### src/rtl/cmst_pkg.sv
package cmst_pkg;

    // device modes as seen by the supervisor
    typedef enum logic [2:0] {
        DM_NORMAL,
        DM_STOP,
        DM_SLEEP,
        DM_RESTART,
        DM_FAILSAFE
    } cmst_dev_t;

    // transceiver modes, upper bit set for normal and receive only
    typedef enum logic [1:0] {
        TRX_OFF,
        TRX_WAKE,
        TRX_RXONLY,
        TRX_NORMAL
    } cmst_trx_t;

    // bus termination selection
    typedef enum logic [1:0] {
        TERM_FLOAT,
        TERM_GND,
        TERM_HALF,
        TERM_FIXED
    } cmst_term_t;

    // register bus
    localparam int          ADDR_W      = 4;
    localparam int          DATA_W      = 32;
    localparam logic [3:0]  CTRL_ADDR   = 4'h0;
    localparam logic [3:0]  STAT_ADDR   = 4'h4;

    // control register fields
    localparam int          CTRL_DEV_LSB = 0;
    localparam int          CTRL_TRX_LSB = 4;
    localparam int          CTRL_WDW_BIT = 8;
    localparam int          CTRL_WDE_BIT = 9;

    // status register fields
    localparam int          ST_WAKE_BIT  = 0;
    localparam int          ST_FAIL_BIT  = 1;
    localparam int          ST_UV_BIT    = 2;
    localparam int          ST_TXTO_BIT  = 3;
    localparam int          ST_WOKEN_BIT = 4;

    // reset values
    localparam cmst_dev_t   DEV_RST      = DM_NORMAL;
    localparam cmst_trx_t   TRX_RST      = TRX_OFF;

    // timing, times in microseconds
    localparam int          CLK_MHZ      = 20;
    localparam int          CNT_W        = 24;
    localparam int          TX_TO_US     = 2000;
    localparam int          BUS_TO_US    = 4000;
    localparam int          SILENCE_US   = 1000;
    localparam int          RESTART_US   = 100;
    localparam int          TX_TO_CYC_DEF   = TX_TO_US * CLK_MHZ;
    localparam int          BUS_TO_CYC_DEF  = BUS_TO_US * CLK_MHZ;
    localparam int          SILENCE_CYC_DEF = SILENCE_US * CLK_MHZ;
    localparam int          RESTART_CYC_DEF = RESTART_US * CLK_MHZ;

endpackage : cmst_pkg

### src/rtl/cmst_timer.sv
module cmst_timer
    import cmst_pkg::*;
(
    // clock and reset
    input  wire logic             clk_i,
    input  wire logic             rst_i,
    // control
    input  wire logic             run_i,
    input  wire logic [CNT_W-1:0] limit_i,
    // status
    output logic                  expired_o
);

    logic [CNT_W-1:0] count;

    // counts oscillator cycles while run is held, saturates at limit
    always_ff @(posedge clk_i) begin
        if (rst_i || !run_i) begin
            count <= '0;
        end else if (count != limit_i) begin
            count <= count + 1'b1;
        end
    end

    assign expired_o = run_i && (count == limit_i);

endmodule : cmst_timer

### src/rtl/cmst_ctrl.sv
// Our own choices: the placing of the registers and the strobed register port.
module cmst_ctrl
    import cmst_pkg::*;
#(
    parameter logic [CNT_W-1:0] TX_TO_CYC   = CNT_W'(TX_TO_CYC_DEF),
    parameter logic [CNT_W-1:0] BUS_TO_CYC  = CNT_W'(BUS_TO_CYC_DEF),
    parameter logic [CNT_W-1:0] SILENCE_CYC = CNT_W'(SILENCE_CYC_DEF),
    parameter logic [CNT_W-1:0] RESTART_CYC = CNT_W'(RESTART_CYC_DEF)
)
(
    // clock and reset
    input  wire logic              clk_i,
    input  wire logic              rst_i,
    // register port
    input  wire logic [ADDR_W-1:0] addr_i,
    input  wire logic [DATA_W-1:0] wdata_i,
    input  wire logic              wr_i,
    input  wire logic              rd_i,
    output logic      [DATA_W-1:0] rdata_o,
    // microcontroller pins
    input  wire logic              bus_transmit_in_i,
    output logic                   bus_receive_out_o,
    output logic                   interrupt_request_low_o,
    // analog front end
    input  wire logic              bus_dominant_i,
    input  wire logic              wake_pattern_i,
    input  wire logic              transceiver_supply_low_i,
    output logic                   tx_enable_o,
    output logic                   tx_dominant_o,
    output cmst_term_t             term_o,
    // device supervision
    output cmst_dev_t              device_mode_o,
    output logic                   watchdog_enable_o
);

    // input synchronisers: txd, bus dominant, wake, undervoltage
    logic [3:0] sync1;
    logic [3:0] sync2;
    logic       wake_d;

    always_ff @(posedge clk_i) begin
        if (rst_i) begin
            sync1  <= 4'h1;
            sync2  <= 4'h1;
            wake_d <= 1'b0;
        end else begin
            sync1  <= {transceiver_supply_low_i, wake_pattern_i, bus_dominant_i,
                       bus_transmit_in_i};
            sync2  <= sync1;
            wake_d <= sync2[2];
        end
    end

    logic txd_dom;
    logic bus_dom;
    logic wake_evt;
    logic uv_s;

    assign txd_dom  = !sync2[0];
    assign bus_dom  = sync2[1];
    assign wake_evt = sync2[2] && !wake_d;
    assign uv_s     = sync2[3];

    // state
    cmst_dev_t  dev;
    cmst_trx_t  trx;
    logic       woken;
    logic       wake_stat;
    logic       int_pend;
    logic       bus_fault;
    logic       uv_flag;
    logic       wd_on_wake;
    logic       wd_en;
    logic       silence_done;

    // register decode
    logic       ctrl_wr;
    logic       stat_wr;
    logic [2:0] wr_dev;
    cmst_trx_t  wr_trx;
    logic       wr_dev_ok;
    logic       rearm;

    assign ctrl_wr   = wr_i && (addr_i == CTRL_ADDR);
    assign stat_wr   = wr_i && (addr_i == STAT_ADDR);
    assign wr_dev    = wdata_i[CTRL_DEV_LSB +: 3];
    assign wr_trx    = cmst_trx_t'(wdata_i[CTRL_TRX_LSB +: 2]);
    assign wr_dev_ok = wr_dev <= 3'(DM_FAILSAFE);

    // wake accepted only when wake capable and armed
    logic wake_hit;
    assign wake_hit = wake_evt && (trx == TRX_WAKE) && !woken;

    // mode toggle or entry to a low power mode re-arms
    assign rearm = ctrl_wr && ((wr_trx != TRX_WAKE) ||
                   (wr_dev_ok && (wr_dev == 3'(DM_STOP) ||
                    wr_dev == 3'(DM_SLEEP) || wr_dev == 3'(DM_FAILSAFE))));

    // timers
    logic tx_exp;
    logic bus_exp;
    logic sil_exp;
    logic rst_exp;
    cmst_timer u_tx_timer (.clk_i(clk_i), .rst_i(rst_i), .limit_i(TX_TO_CYC),
        .run_i((trx == TRX_NORMAL) && txd_dom), .expired_o(tx_exp));
    // clamping filter longer than tx time-out by default
    cmst_timer u_bus_timer (.clk_i(clk_i), .rst_i(rst_i), .limit_i(BUS_TO_CYC),
        .run_i(trx[1] && bus_dom), .expired_o(bus_exp));
    cmst_timer u_sil_timer (.clk_i(clk_i), .rst_i(rst_i), .limit_i(SILENCE_CYC),
        .run_i((trx == TRX_WAKE) && !bus_dom), .expired_o(sil_exp));
    cmst_timer u_rst_timer (.clk_i(clk_i), .rst_i(rst_i), .limit_i(RESTART_CYC),
        .run_i(dev == DM_RESTART), .expired_o(rst_exp));

    // device mode
    always_ff @(posedge clk_i) begin
        if (rst_i) begin
            dev <= DEV_RST;
        end else if (wake_hit && (dev == DM_SLEEP || dev == DM_FAILSAFE)) begin
            dev <= DM_RESTART;
        end else if (dev == DM_RESTART && rst_exp) begin
            dev <= DM_NORMAL;
        end else if (ctrl_wr && wr_dev_ok) begin
            dev <= cmst_dev_t'(wr_dev);
        end
    end

    // transceiver mode, never touched by faults or wake
    always_ff @(posedge clk_i) begin
        if (rst_i) begin
            trx <= TRX_RST;
        end else if (ctrl_wr && wr_dev_ok && wr_dev == 3'(DM_FAILSAFE)) begin
            trx <= TRX_WAKE;
        end else if (ctrl_wr) begin
            trx <= wr_trx;
        end
    end

    // wake latch, set wins over re-arm
    always_ff @(posedge clk_i) begin
        if (rst_i) begin
            woken <= 1'b0;
        end else if (wake_hit) begin
            woken <= 1'b1;
        end else if (rearm) begin
            woken <= 1'b0;
        end
    end

    // wake status and interrupt, cleared by writing one
    always_ff @(posedge clk_i) begin
        if (rst_i) begin
            wake_stat <= 1'b0;
        end else if (wake_hit) begin
            wake_stat <= 1'b1;
        end else if (stat_wr && wdata_i[ST_WAKE_BIT]) begin
            wake_stat <= 1'b0;
        end
    end

    always_ff @(posedge clk_i) begin
        if (rst_i) begin
            int_pend <= 1'b0;
        end else if (wake_hit && (dev == DM_NORMAL || dev == DM_STOP)) begin
            int_pend <= 1'b1;
        end else if (stat_wr && wdata_i[ST_WAKE_BIT]) begin
            int_pend <= 1'b0;
        end
    end

    // bus fault from tx time-out or clamping
    always_ff @(posedge clk_i) begin
        if (rst_i) begin
            bus_fault <= 1'b0;
        end else if (tx_exp || bus_exp) begin
            bus_fault <= 1'b1;
        end else if (stat_wr && wdata_i[ST_FAIL_BIT]) begin
            bus_fault <= 1'b0;
        end
    end

    // undervoltage flag, monitored only with upper mode bit set
    always_ff @(posedge clk_i) begin
        if (rst_i) begin
            uv_flag <= 1'b0;
        end else if (uv_s && trx[1]) begin
            uv_flag <= 1'b1;
        end else if (stat_wr && wdata_i[ST_UV_BIT]) begin
            uv_flag <= 1'b0;
        end
    end

    // watchdog control
    always_ff @(posedge clk_i) begin
        if (rst_i) begin
            wd_on_wake <= 1'b0;
        end else if (ctrl_wr) begin
            wd_on_wake <= wdata_i[CTRL_WDW_BIT];
        end
    end

    always_ff @(posedge clk_i) begin
        if (rst_i) begin
            wd_en <= 1'b0;
        end else if (wake_hit && dev == DM_STOP && wd_on_wake) begin
            wd_en <= 1'b1;
        end else if (ctrl_wr) begin
            wd_en <= wdata_i[CTRL_WDE_BIT];
        end
    end

    // silence qualification for ground termination
    always_ff @(posedge clk_i) begin
        if (rst_i || trx != TRX_WAKE) begin
            silence_done <= 1'b0;
        end else if (sil_exp) begin
            silence_done <= 1'b1;
        end
    end

    // termination selection
    cmst_term_t next_term;
    always_comb begin
        case (trx)
            TRX_OFF: next_term = TERM_FLOAT;
            TRX_WAKE: begin
                if (woken) begin
                    next_term = TERM_FIXED;
                end else if (silence_done) begin
                    next_term = TERM_GND;
                end else begin
                    next_term = TERM_FLOAT;
                end
            end
            TRX_RXONLY: next_term = uv_s ? TERM_FIXED : TERM_HALF;
            TRX_NORMAL: next_term = TERM_HALF;
            default:    next_term = TERM_FLOAT;
        endcase
    end

    always_ff @(posedge clk_i) begin
        if (rst_i) begin
            term_o <= TERM_FLOAT;
        end else begin
            term_o <= next_term;
        end
    end

    // transmitter drive, released again when cause removed
    logic next_tx_en;
    assign next_tx_en = (trx == TRX_NORMAL) && !tx_exp && !uv_s;
    always_ff @(posedge clk_i) begin
        if (rst_i) begin
            tx_enable_o   <= 1'b0;
            tx_dominant_o <= 1'b0;
        end else begin
            tx_enable_o   <= next_tx_en;
            tx_dominant_o <= next_tx_en && txd_dom;
        end
    end

    // receive output low once woken in wake capable mode
    always_ff @(posedge clk_i) begin
        if (rst_i) begin
            bus_receive_out_o <= 1'b1;
        end else if (trx == TRX_WAKE) begin
            bus_receive_out_o <= !woken;
        end else if (trx[1]) begin
            bus_receive_out_o <= !bus_dom;
        end else begin
            bus_receive_out_o <= 1'b1;
        end
    end

    assign interrupt_request_low_o = !int_pend;
    assign device_mode_o           = dev;
    assign watchdog_enable_o       = wd_en;

    // read port, data valid only in the cycle after the strobe
    always_ff @(posedge clk_i) begin
        rdata_o <= '0;
        if (!rst_i && rd_i && addr_i == CTRL_ADDR) begin
            rdata_o[CTRL_DEV_LSB +: 3] <= dev;
            rdata_o[CTRL_TRX_LSB +: 2] <= trx;
            rdata_o[CTRL_WDW_BIT]      <= wd_on_wake;
            rdata_o[CTRL_WDE_BIT]      <= wd_en;
        end else if (!rst_i && rd_i && addr_i == STAT_ADDR) begin
            rdata_o[ST_WAKE_BIT]  <= wake_stat;
            rdata_o[ST_FAIL_BIT]  <= bus_fault;
            rdata_o[ST_UV_BIT]    <= uv_flag;
            rdata_o[ST_TXTO_BIT]  <= tx_exp;
            rdata_o[ST_WOKEN_BIT] <= woken;
        end
    end
endmodule : cmst_ctrl

### config.mk
export PLATFORM = sky130hd
export DESIGN_NAME = cmst_ctrl
export DESIGN_NICKNAME = d
export VERILOG_FILES = /design/src/rtl/cmst_pkg.sv /design/src/rtl/cmst_timer.sv /design/src/rtl/cmst_ctrl.sv
export SDC_FILE = /design/constraint.sdc
export NUM_CORES = 1
export LEC_CHECK = 0
export BUFFER_PORTS_ARGS = -buffer_cell sky130_fd_sc_hd__buf_4
export CORE_MARGIN = 4
export CORE_UTILIZATION = 58
export DETAILED_ROUTE_END_ITERATION = 12
export PLACE_DENSITY = 0.79
export SLEW_MARGIN = 0
export SYNTH_ARGS = -nofsm -noshare
export SYNTH_HDL_FRONTEND = slang
export SYNTH_SLANG_ARGS = --single-unit
### constraint.sdc
create_clock -name clk_i -period 2.75 [get_ports clk_i]
set_input_delay 0.275 -clock clk_i [delete_from_list [all_inputs] [get_ports clk_i]]
set_output_delay 0.275 -clock clk_i [all_outputs]
set_load 0.02 [all_outputs]
* Yosys cells after proc, flatten, opt, wreduce, memory -nomap -nowiden
Cells that the tools add are included.
Operators by class: equality and inequality tests 21, reduce and logical (&&, ||, !) cells 68, add/sub/neg operators 4, bitwise logic cells 1, mux-type cells 25, $lt $le $gt $ge 1
Operator list (count):
- $add A24 B1 Y24 const B | 4
- $logic_and A1 B1 Y1 | 31
- $eq A24 B11 Y1 const B | 1
- $eq A24 B15 Y1 const B | 1
- $eq A24 B16 Y1 const B | 1
- $eq A24 B17 Y1 const B | 1
- $ne A24 B11 Y1 const B | 1
- $ne A24 B15 Y1 const B | 1
- $ne A24 B16 Y1 const B | 1
- $ne A24 B17 Y1 const B | 1
- $mux W1 | 18
- $reduce_bool A2 Y1 | 7
- $logic_not A1 Y1 | 12
- $logic_or A1 B1 Y1 | 11
- $eq A3 B2 Y1 const B | 3
- $mux W2 | 4
- $pmux W2 S4 | 1
- $eq A3 B1 Y1 const B | 2
- $eq A3 B3 Y1 const B | 2
- $mux W5 | 1
- $eq A2 B2 Y1 const B | 2
- $eq A4 B3 Y1 const B | 1
- $logic_not A4 Y1 | 1
- $ne A2 B1 Y1 const B | 2
- other kinds (9) | 10
Storage, ports and cells: bits in registers 131, bits of input ports 44, word-level logic and storage cells 146, output and inout port bits 42

* Depth between registers and ports, before layout
Gate-level depths: netlist of run 1.
depth in word-level cells 8, gate-level depth with buffers 6, gate-level depth less buffers 6

* By module
A second synthesis of run 1 with hierarchy kept.
Second synthesis, totals: cells, all modules 833, area total of the unflattened synthesis 7354.6 µm²
Modules (own cells, without submodules):
- cmst_timer | instances 4, area each 1458.9 µm², cells each 167, seq. area each 480.5 µm²
- cmst_ctrl | instances 1, area each 1519.0 µm², cells each 165, seq. area each 700.7 µm²

* Worst setup path after synthesis of run 1
No wires, ideal clock.
path kind flip-flop to flip-flop, from register u_tx_timer.count[0], to register u_tx_timer.count[22], setup slack 0.774 ns, data arrival time 1.905 ns, required time 2.679 ns, buffers on the path 1, library setup time 0.071 ns, period minus slack after synthesis 1.976 ns, cell stages (with the launch flop) 7, path through dfxtp_1 > ha_1 > nand2_1 > or4_4 > buf_6 > or4_1 > a21oi_1
Between the ends: longest elaborated chain between the ends 1, elaborated cells between the ends (all ways) 2, classes of those cells 1 x add/sub; 1 x eq/ne
Ends and longest elaborated chain:
- start: declaration | line cmst_timer.sv:14 | logic [CNT_W-1:0] count;
- start signal: assignment | line cmst_timer.sv:21 | count <= count + 1'b1;
- $add A24 B1 Y24 or $ne A24 B16 Y1 (tied branches) | line cmst_timer.sv:21, cmst_timer.sv:20
Several ways; a longest one is shown, not always the timed one. A chain may end at the register's enable or synchronous reset.

* Worst setup path in the final report of run 1
from register u_tx_timer.count[5], to register rdata_o[3]
Between the ends: longest elaborated chain between the ends 2
Ends and longest elaborated chain:
- $eq A24 B16 Y1 | line cmst_timer.sv:25 | assign expired_o = run_i && (count == limit_i);
- $logic_and A1 B1 Y1 | line cmst_timer.sv:25
- end signal: indexed assignment | line cmst_ctrl.sv:282 | rdata_o[CTRL_DEV_LSB +: 3] <= dev;
- end signal: indexed assignment | line cmst_ctrl.sv:283 | rdata_o[CTRL_TRX_LSB +: 2] <= trx;
- end signal: indexed assignment | line cmst_ctrl.sv:284 | rdata_o[CTRL_WDW_BIT] <= wd_on_wake;
- end: declaration | line cmst_ctrl.sv:19 | output logic [DATA_W-1:0] rdata_o,
Every way passes these cells.

==> results of run 1 <==
==> cell families (layout without fill, tap and decap cells) <==
kind of cell             after synthesis  in the layout  synth area share
adder cells (fa/ha/maj)                8              8           0.01569
multiplexers                          13             13           0.02059
AND/OR/NAND/NOR                      360            360            0.3178
flip-flops                           131            131            0.4110
XOR/XNOR                              36             36           0.04941
AO/OA/AOI/OAI                        133            133            0.1251
buffers and inverters                 75             97           0.05980
other                                  1             24         0.0005877
==> per-stage QoR <==
stage,hold slack (ps),std cells,util,area (µm²),power (mW)
2_1_floorplan,378.8,780,-,6467,2.037
3_3_place_gp,392.5,904,0.6149,6636,2.044
3_5_place_dp,396.8,904,0.6149,6636,2.046
4_1_cts,23.31,942,0.6785,7323,4.420
5_1_grt,36.53,942,0.6785,7323,4.526
6_report,44.22,942,0.6785,7323,4.384
==> synth_stat cells, types with 10 or more instances <==
master / count
a21oi_1: 60
and2_1: 14
and3_1: 18
and4_1: 20
buf_4: 24
clkbuf_1: 29
dfxtp_1: 131
inv_1: 18
mux2i_1: 12
nand2_1: 56
nand3_1: 39
nand4_1: 34
nor2_1: 59
nor2b_1: 16
nor3_1: 18
nor4_1: 16
nor4b_1: 10
o21ai_0: 28
o31ai_1: 19
or3_1: 18
or4_1: 17
xor2_1: 28
==> final timing paths <==
path,from,end,slack [ps],cells past startpoint
min,wdata_i[9],watchdog_enable_o$_SDFFE_PP0P_,40,3
max reg2reg,u_tx_timer.count[5]$_SDFFE_PP0P_,rdata_o[3]$_SDFF_PP0_,520,4
max,u_tx_timer.count[5]$_SDFFE_PP0P_,rdata_o[3]$_SDFF_PP0_,520,4
min reg2reg,sync1[0]$_SDFF_PP1_,sync2[0]$_SDFF_PP1_,410,1
==> power by group <==
group          leakage, nW  internal [mW]  total, mW  switching, mW
sequential            1.06           1.91       1.91        0.00572
clock                0.304           1.56       2.37          0.807
combinational         1.15         0.0376      0.101         0.0635
==> flip-flops by register name (all words and copies together) (netlist names), 2 cells and up <==
register	cells
u_tx_timer.count	24
device_mode_o	3
sync2	4
trx	2
u_sil_timer.count	24
rdata_o	8
sync1	4
u_rst_timer.count	24
term_o	2
u_bus_timer.count	24
==> worst max-delay path, stage by stage, from the launching register on <==
cell,delay [ps]
dfxtp_1,370
or4b_1,560
or4_1,510
nor4_1,490
and4_1,250
==> final cells by class <==
cell class | instances | area [µm²] | share of cell area
multi-input cells | 574 | 3463 | 0.4729
flip-flops and latches | 131 | 2623 | 0.3581
clock buffers | 23 | 476.7 | 0.06509
repair buffers | 47 | 367.9 | 0.05023
well taps | 140 | 175.2 | 0.02392
clock inverters | 9 | 150.1 | 0.02050
inverters | 18 | 67.56 | 0.009226
==> routing by layer <==
metal,track usage,vias up,part of all wire
met2,0.3736,129,0.49
met1,0.2645,2676,0.45
li1,-,2780,-
met5,0,-,0
met4,0.1050,0,0.022
met3,0.05455,32,0.043
==> reports/metrics.cfg, run 1 <==
[clocking]
post_cts_resized=0
htree_levels=4
hold_buffers=6
cts_buffers=17
cts.clk_slew.worst_paths_ps=60
cts_tree=done
clockRootBuffer=clkbuf_8
cts_setup_buffers=0
cts_buffer_depth=2
insertion_delay_ps=540
clock-sinks=131

[setup_path]
crit_path_max_fanout=6
critPathArrivalTime_ps=2710
end_kind=flop
worstPathRequired_ps=3230
criticalPathCategory=flop to flop
cp-start-kind=flop

[route]
vias=5617
firstDrtPassIters=5
postRouteAntennaNets=0
wire_per_inst_um=14.86
vias_per_cell=5.963
initialDrtViolationCount=404
drc=0
finalWirelength_mm=14.00

[timing]
skew_ps=6.147
post-route-period-util=0.8107
setup_ws_ps=520.7
final_max_slew_viol_count=0
max_freq_ghz=0.4486
maxSlewHeadroom=0.4506
worst_slew_pin_slew_ps=824.2
grt_setup_unrepaired=false
finalHoldViolations=0
period_needed_ps=2229
setup_tns_ps=0
setup-violations-final=0

[floorplan]
coreArea_um2=10790
start_util=0.5912
die_area_um2=12740
die_x_um=112.9
fp.dieH_um=112.9
io_pins=86
row_count=38

[grt]
grt_pass1_vias=5214
grt_max_degree=30
antenna_found_initial=0
grt_first_pass_wirelength_mm=23.29
track_usage=0.2214
global_route.overflow_total=0

[placement]
pre_cts_slack_ps=574.1
io_buffers=36
dp_hpwl_mm=9.556
gp_congestion=0.8191

[min_path]
hp-class=input pin to flop

[power]
vdd_drop_max_mv=0.5167
p_leak_nw=2.509
p_per_area_nw_per_um2=598.7

[synthesis]
netlist_instances=757
yosysWarnings=0
synth_seq_cells=131
ys_seq_area_frac=0.4110
synth_edf_count=0
synth_area_um2=6381
ys.flop_type=dfxtp_1
yosysUniqueCellTypes=56
yosys.area.top_type=dfxtp_1
synth.avg_cell_area_um2=8.429
async_flop_share=0
yosysTopAreaCellShare=0.4110
synth_area_leaders=dfxtp_1 41%, a21oi_1 4.7%, xor2_1 3.8%

[final_layout]
drive_gt1_frac=0.1047
mostFrequentLayoutCells=131 x dfxtp_1, 60 x a21oi_1, 59 x nor2_1
fill_cells=878
layout_commonest_cell=dfxtp_1
nets=841
syn_to_final_growth_pct=14.76
n_antenna_cell=0

[status]
status=complete, no violations

[run]
max_cap_viol_count=0

Note: power is estimated with default switching activity, not from simulation.
==> inputs of run 2 (changes only) <==
Clock period 2.75 ns to 2.28 ns, I/O delays scaled along.
==> run 2 against run 1 <==
Effect of this change: clock skew decreased by 0.74 ps; worst setup slack got worse by 380 ps; clock-buffer cell count decreased by 1; register-to-register slack got worse by 380 ps; via count is essentially flat; core utilization down 1.0 points.
==> reports/metrics.cfg, run 2 (synthesis gave the netlist of run 1 again) <==
[grt]
grt_first_pass_wirelength_mm=23.85
track_usage=0.2256
antenna_found_initial=0
global_route.overflow_total=0
grt_pass1_vias=5196
grt_max_degree=30

[floorplan]
coreArea_um2=10790
die_x_um=112.9
row_count=38
fp.dieH_um=112.9
io_pins=86
start_util=0.5912
die_area_um2=12740

[setup_path]
slowest_stage=or4_4
path_cells=ha_1 -> nand2_1 -> or4_4 -> or4_1 -> a21oi_1
end_kind=flop
worstPathRequired_ps=2730
max_stage_delay_ps=620
criticalPathCategory=flop to flop
cp-start-kind=flop
critPathArrivalTime_ps=2580
crit_path_max_fanout=11

[route]
firstDrtPassIters=5
postRouteAntennaNets=0
vias_per_cell=5.967
wire_per_inst_um=15.02
finalWirelength_mm=14.14
initialDrtViolationCount=384
drc=0
vias=5615

[run]
max_cap_viol_count=0

[clocking]
cts_buffers=17
clockRootBuffer=clkbuf_8
cts.clk_slew.worst_paths_ps=60
insertion_delay_ps=530
post_cts_resized=0
hold_buffers=7
htree_levels=4
clock-sinks=131
cts_tree=done
cts_buffer_depth=2
cts_setup_buffers=0

[final_layout]
syn_to_final_growth_pct=13.02
fill_cells=876
n_antenna_cell=0
layoutNonFillerInstCount=941
drive_gt1_frac=0.1024
layout_commonest_cell=dfxtp_1
regArea_um2=2623
mostFrequentLayoutCells=131 x dfxtp_1, 60 x a21oi_1, 59 x nor2_1
nets=843
multi_input_area_um2=3463

[timing]
setup-violations-final=0
holdWs_ps=59.47
setup_ws_ps=144.6
worst_slew_pin_slew_ps=849.3
finalHoldViolations=0
setup_tns_ps=0
maxSlewHeadroom=0.4338
skew_ps=5.402
period_needed_ps=2135
max_freq_ghz=0.4683
post-route-period-util=0.9366
grt_setup_unrepaired=false
final_max_slew_viol_count=0

[placement]
io_buffers=36
gp_congestion=0.8536
dp_cells=905
dp_hpwl_mm=9.804
pre_cts_slack_ps=190.0

[status]
status=complete, no violations

[power]
p_per_area_nw_per_um2=657.8
vdd_drop_max_mv=0.5653
p_leak_nw=2.470

[min_path]
hp-class=input pin to flop

-- run 2: where the power goes --
group          switching, mW  internal, mW
combinational         0.0779        0.0454
sequential           0.00644          2.30
clock                  0.928          1.39
-- run 2: critical path: cells and delay by family (launching register included) --
family / cells / cell delay, ps
compound gates: 1 / 160
fa+ha+maj: 1 / 240
flops: 1 / 370
simple gates: 3 / 1290
-- run 2: path summary, 6_finish.rpt --
path	startpoint	endpoint	slack, ps	depth (start not counted)
worst max-delay path	u_tx_timer.count[0]$_SDFFE_PP0P_	u_tx_timer.count[22]$_SDFFE_PP0P_	140	5
worst min-delay path	wdata_i[4]	trx[0]$_SDFFE_PP0P_	60	3
worst max register to register	u_tx_timer.count[0]$_SDFFE_PP0P_	u_tx_timer.count[22]$_SDFFE_PP0P_	140	5
worst min register to register	sync1[0]$_SDFF_PP1_	sync2[0]$_SDFF_PP1_	420	1
-- run 2: routing by layer --
metal | up-vias | share of wire | track usage
li1 | 2782 | - | -
met1 | 2657 | 0.44 | 0.2743
met2 | 151 | 0.50 | 0.3803
met3 | 25 | 0.047 | 0.06738
met4 | 0 | 0.016 | 0.07933
met5 | - | 0 | 0
-- run 2: final cells by class --
class                           count  share of cell area
Multi-Input combinational cell    574              0.4802
Clock buffer                       22             0.06419
Inverter                           18            0.009368
Sequential cell                   131              0.3636
Clock inverter                      7            0.004858
Tap cell                          140             0.02429
Timing Repair Buffer               49             0.05344
-- run 2: metrics by stage --
step / area (µm²) / utilization / total power, mW
detailed placement: 6644 / 0.6156 / 2.467
CTS: 7212 / 0.6682 / 4.781
global route: 7212 / 0.6682 / 4.889
floorplan: 6467 / - / 2.457
finish: 7212 / 0.6682 / 4.744
global placement: 6644 / 0.6156 / 2.465
==> inputs of run 3 (changes only) <==
Settings changed: CORE_UTILIZATION 58 to 60, CTS_BUF_LIST set to sky130_fd_sc_hd__clkbuf_8, GPL_TIMING_DRIVEN set to 0, PLACE_DENSITY 0.79 to 0.82.
==> run 3 against run 2 <==
Effect of this change: critical endpoint unchanged; core utilization increased by 3.9 points; first-iteration DRC count increased by 25%; power decreased by 11%; worst hold slack got worse by 23 ps; highest routed layer unchanged; clock-buffer cell count decreased by 1.
==> reports/metrics.cfg, run 3 (synthesis gave the netlist of run 1 again) <==
[floorplan]
die_x_um=111.1
start_util=0.6181
fp.dieH_um=111.1
row_count=37
die_area_um2=12350
io_pins=86
coreArea_um2=10320

[setup_path]
worstPathRequired_ps=2660
crit_path_max_fanout=10
cp-start-kind=flop
critPathArrivalTime_ps=2570
end_kind=flop
criticalPathCategory=flop to flop
reg2reg_depth=6

[min_path]
hp-class=input pin to flop
whs_path_depth=3

[final_layout]
drive_gt1_frac=0.1226
final_area_um2=7305
layout_commonest_cell=dfxtp_1
utilization=0.7076
syn_to_final_growth_pct=14.47
mostFrequentLayoutCells=131 x dfxtp_1, 60 x a21oi_1, 59 x nor2_1, 59 x buf_4, 56 x nand2_1
nets=890
n_antenna_cell=0
fill_cells=811

[grt]
grt_max_degree=17
track_usage=0.2376
grt_pass1_vias=5446
global_route.overflow_total=0
grt_first_pass_wirelength_mm=24.63
antenna_found_initial=0

[power]
clkPwrFrac=0.419
vdd_drop_max_mv=0.4432
p_leak_nw=2.546
p_seq_frac=0.545
p_comb_frac=0.036
p_switching_mw=0.9208
p_int_mw=3.307
sw_frac_of_total=0.2178
p_per_area_nw_per_um2=578.8

[clocking]
clockRootBuffer=clkbuf_8
cts_setup_buffers=0
clock-sinks=131
htree_levels=4
cts.clk_slew.worst_paths_ps=70
cts_buffer_depth=2
cts_buffers=17
cts_tree=done
insertion_delay_ps=450

[route]
vias_per_cell=5.908
drc=0
vias=5813
initialDrtViolationCount=480
wire_per_inst_um=14.70
postRouteAntennaNets=0
finalWirelength_mm=14.46
firstDrtPassIters=5

[placement]
gp_congestion=0.8352
placed_area_um2=6900
dp_hpwl_mm=10.37
io_buffers=35

[timing]
holdWs_ps=36.75
period_needed_ps=2191
post-route-period-util=0.9608
skew_ps=8.406
worst_slew_pin_slew_ps=1125
finalHoldViolations=0
setup_tns_ps=0
max_freq_ghz=0.4565
maxSlewHeadroom=0.2395
grt_setup_unrepaired=false
final_max_slew_viol_count=0
setup-violations-final=0

[status]
status=complete, no violations

[run]
max_cap_viol_count=0

==> run 3: cell count changes in the layout (fill, tap and decap cells not counted), moves of 2 or more <==
cell	delta
clkbuf_16	-16
clkbuf_8	+17
clkbuf_1	+27
buf_4	+17
dlygate4sd3_1	-3
inv_1	+2
clkinv_2	-2
==> run 3: worst paths after layout <==
kind	from	to	slack [ps]
max	u_tx_timer.count[1]$_SDFFE_PP0P_	u_tx_timer.count[22]$_SDFFE_PP0P_	90
min	wdata_i[8]	wd_on_wake$_SDFFE_PP0P_	40
max reg2reg	u_tx_timer.count[1]$_SDFFE_PP0P_	u_tx_timer.count[22]$_SDFFE_PP0P_	90
min reg2reg	sync1[0]$_SDFF_PP1_	sync2[0]$_SDFF_PP1_	430
==> run 3: worst max-delay path, cell delays in order (launching register included) <==
cell     delay [ps]
dfxtp_1         380
ha_1            230
nand2_1         130
or4_4           550
buf_6           160
or4_1           520
a21oi_1         160
==> run 3: per-stage QoR <==
stage          power [mW]  std cells  setup slack, ps
5_1_grt             4.376        984            12.86
2_1_floorplan       2.457        780            304.0
3_3_place_gp        2.497        951            101.3
3_5_place_dp        2.500        951            95.36
6_report            4.228        984            89.32
4_1_cts             4.257        984            76.93
==> run 3: final cells by class <==
type,count,area (µm²),share of cell area
Buffer,57,314.1,0.04299
Clock buffer,21,289.0,0.03957
Clock inverter,8,62.56,0.008565
Inverter,18,67.56,0.009250
Multi-Input combinational cell,574,3476,0.4758
Sequential cell,131,2623,0.3590
Tap cell,136,170.2,0.02330
Timing Repair Buffer,39,302.8,0.04145
==> run 3: routing by layer <==
metal / routed length, µm / GRT usage
met1: 6241 / 0.2854
met2: 7217 / 0.4045
met3: 714 / 0.05568
met4: 286 / 0.1062
met5: 0 / 0
==> run 3: power groups by stage <==
stage / sequential (mW) / combinational [mW] / clock, mW
after global routing: 2.30 / 0.167 / 1.91
after floorplan: 2.35 / 0.103 / 0
after global placement: 2.35 / 0.143 / 0
after CTS: 2.30 / 0.151 / 1.80
after detailed placement: 2.35 / 0.145 / 0
final: 2.30 / 0.154 / 1.77
==> run 3: what timing repair did <==
action	4_1_cts	5_1_grt
hold buffers	4	0
gates resized for setup	0	2
endpoints found under the setup margin	0	2
endpoints found under the hold margin	4	0
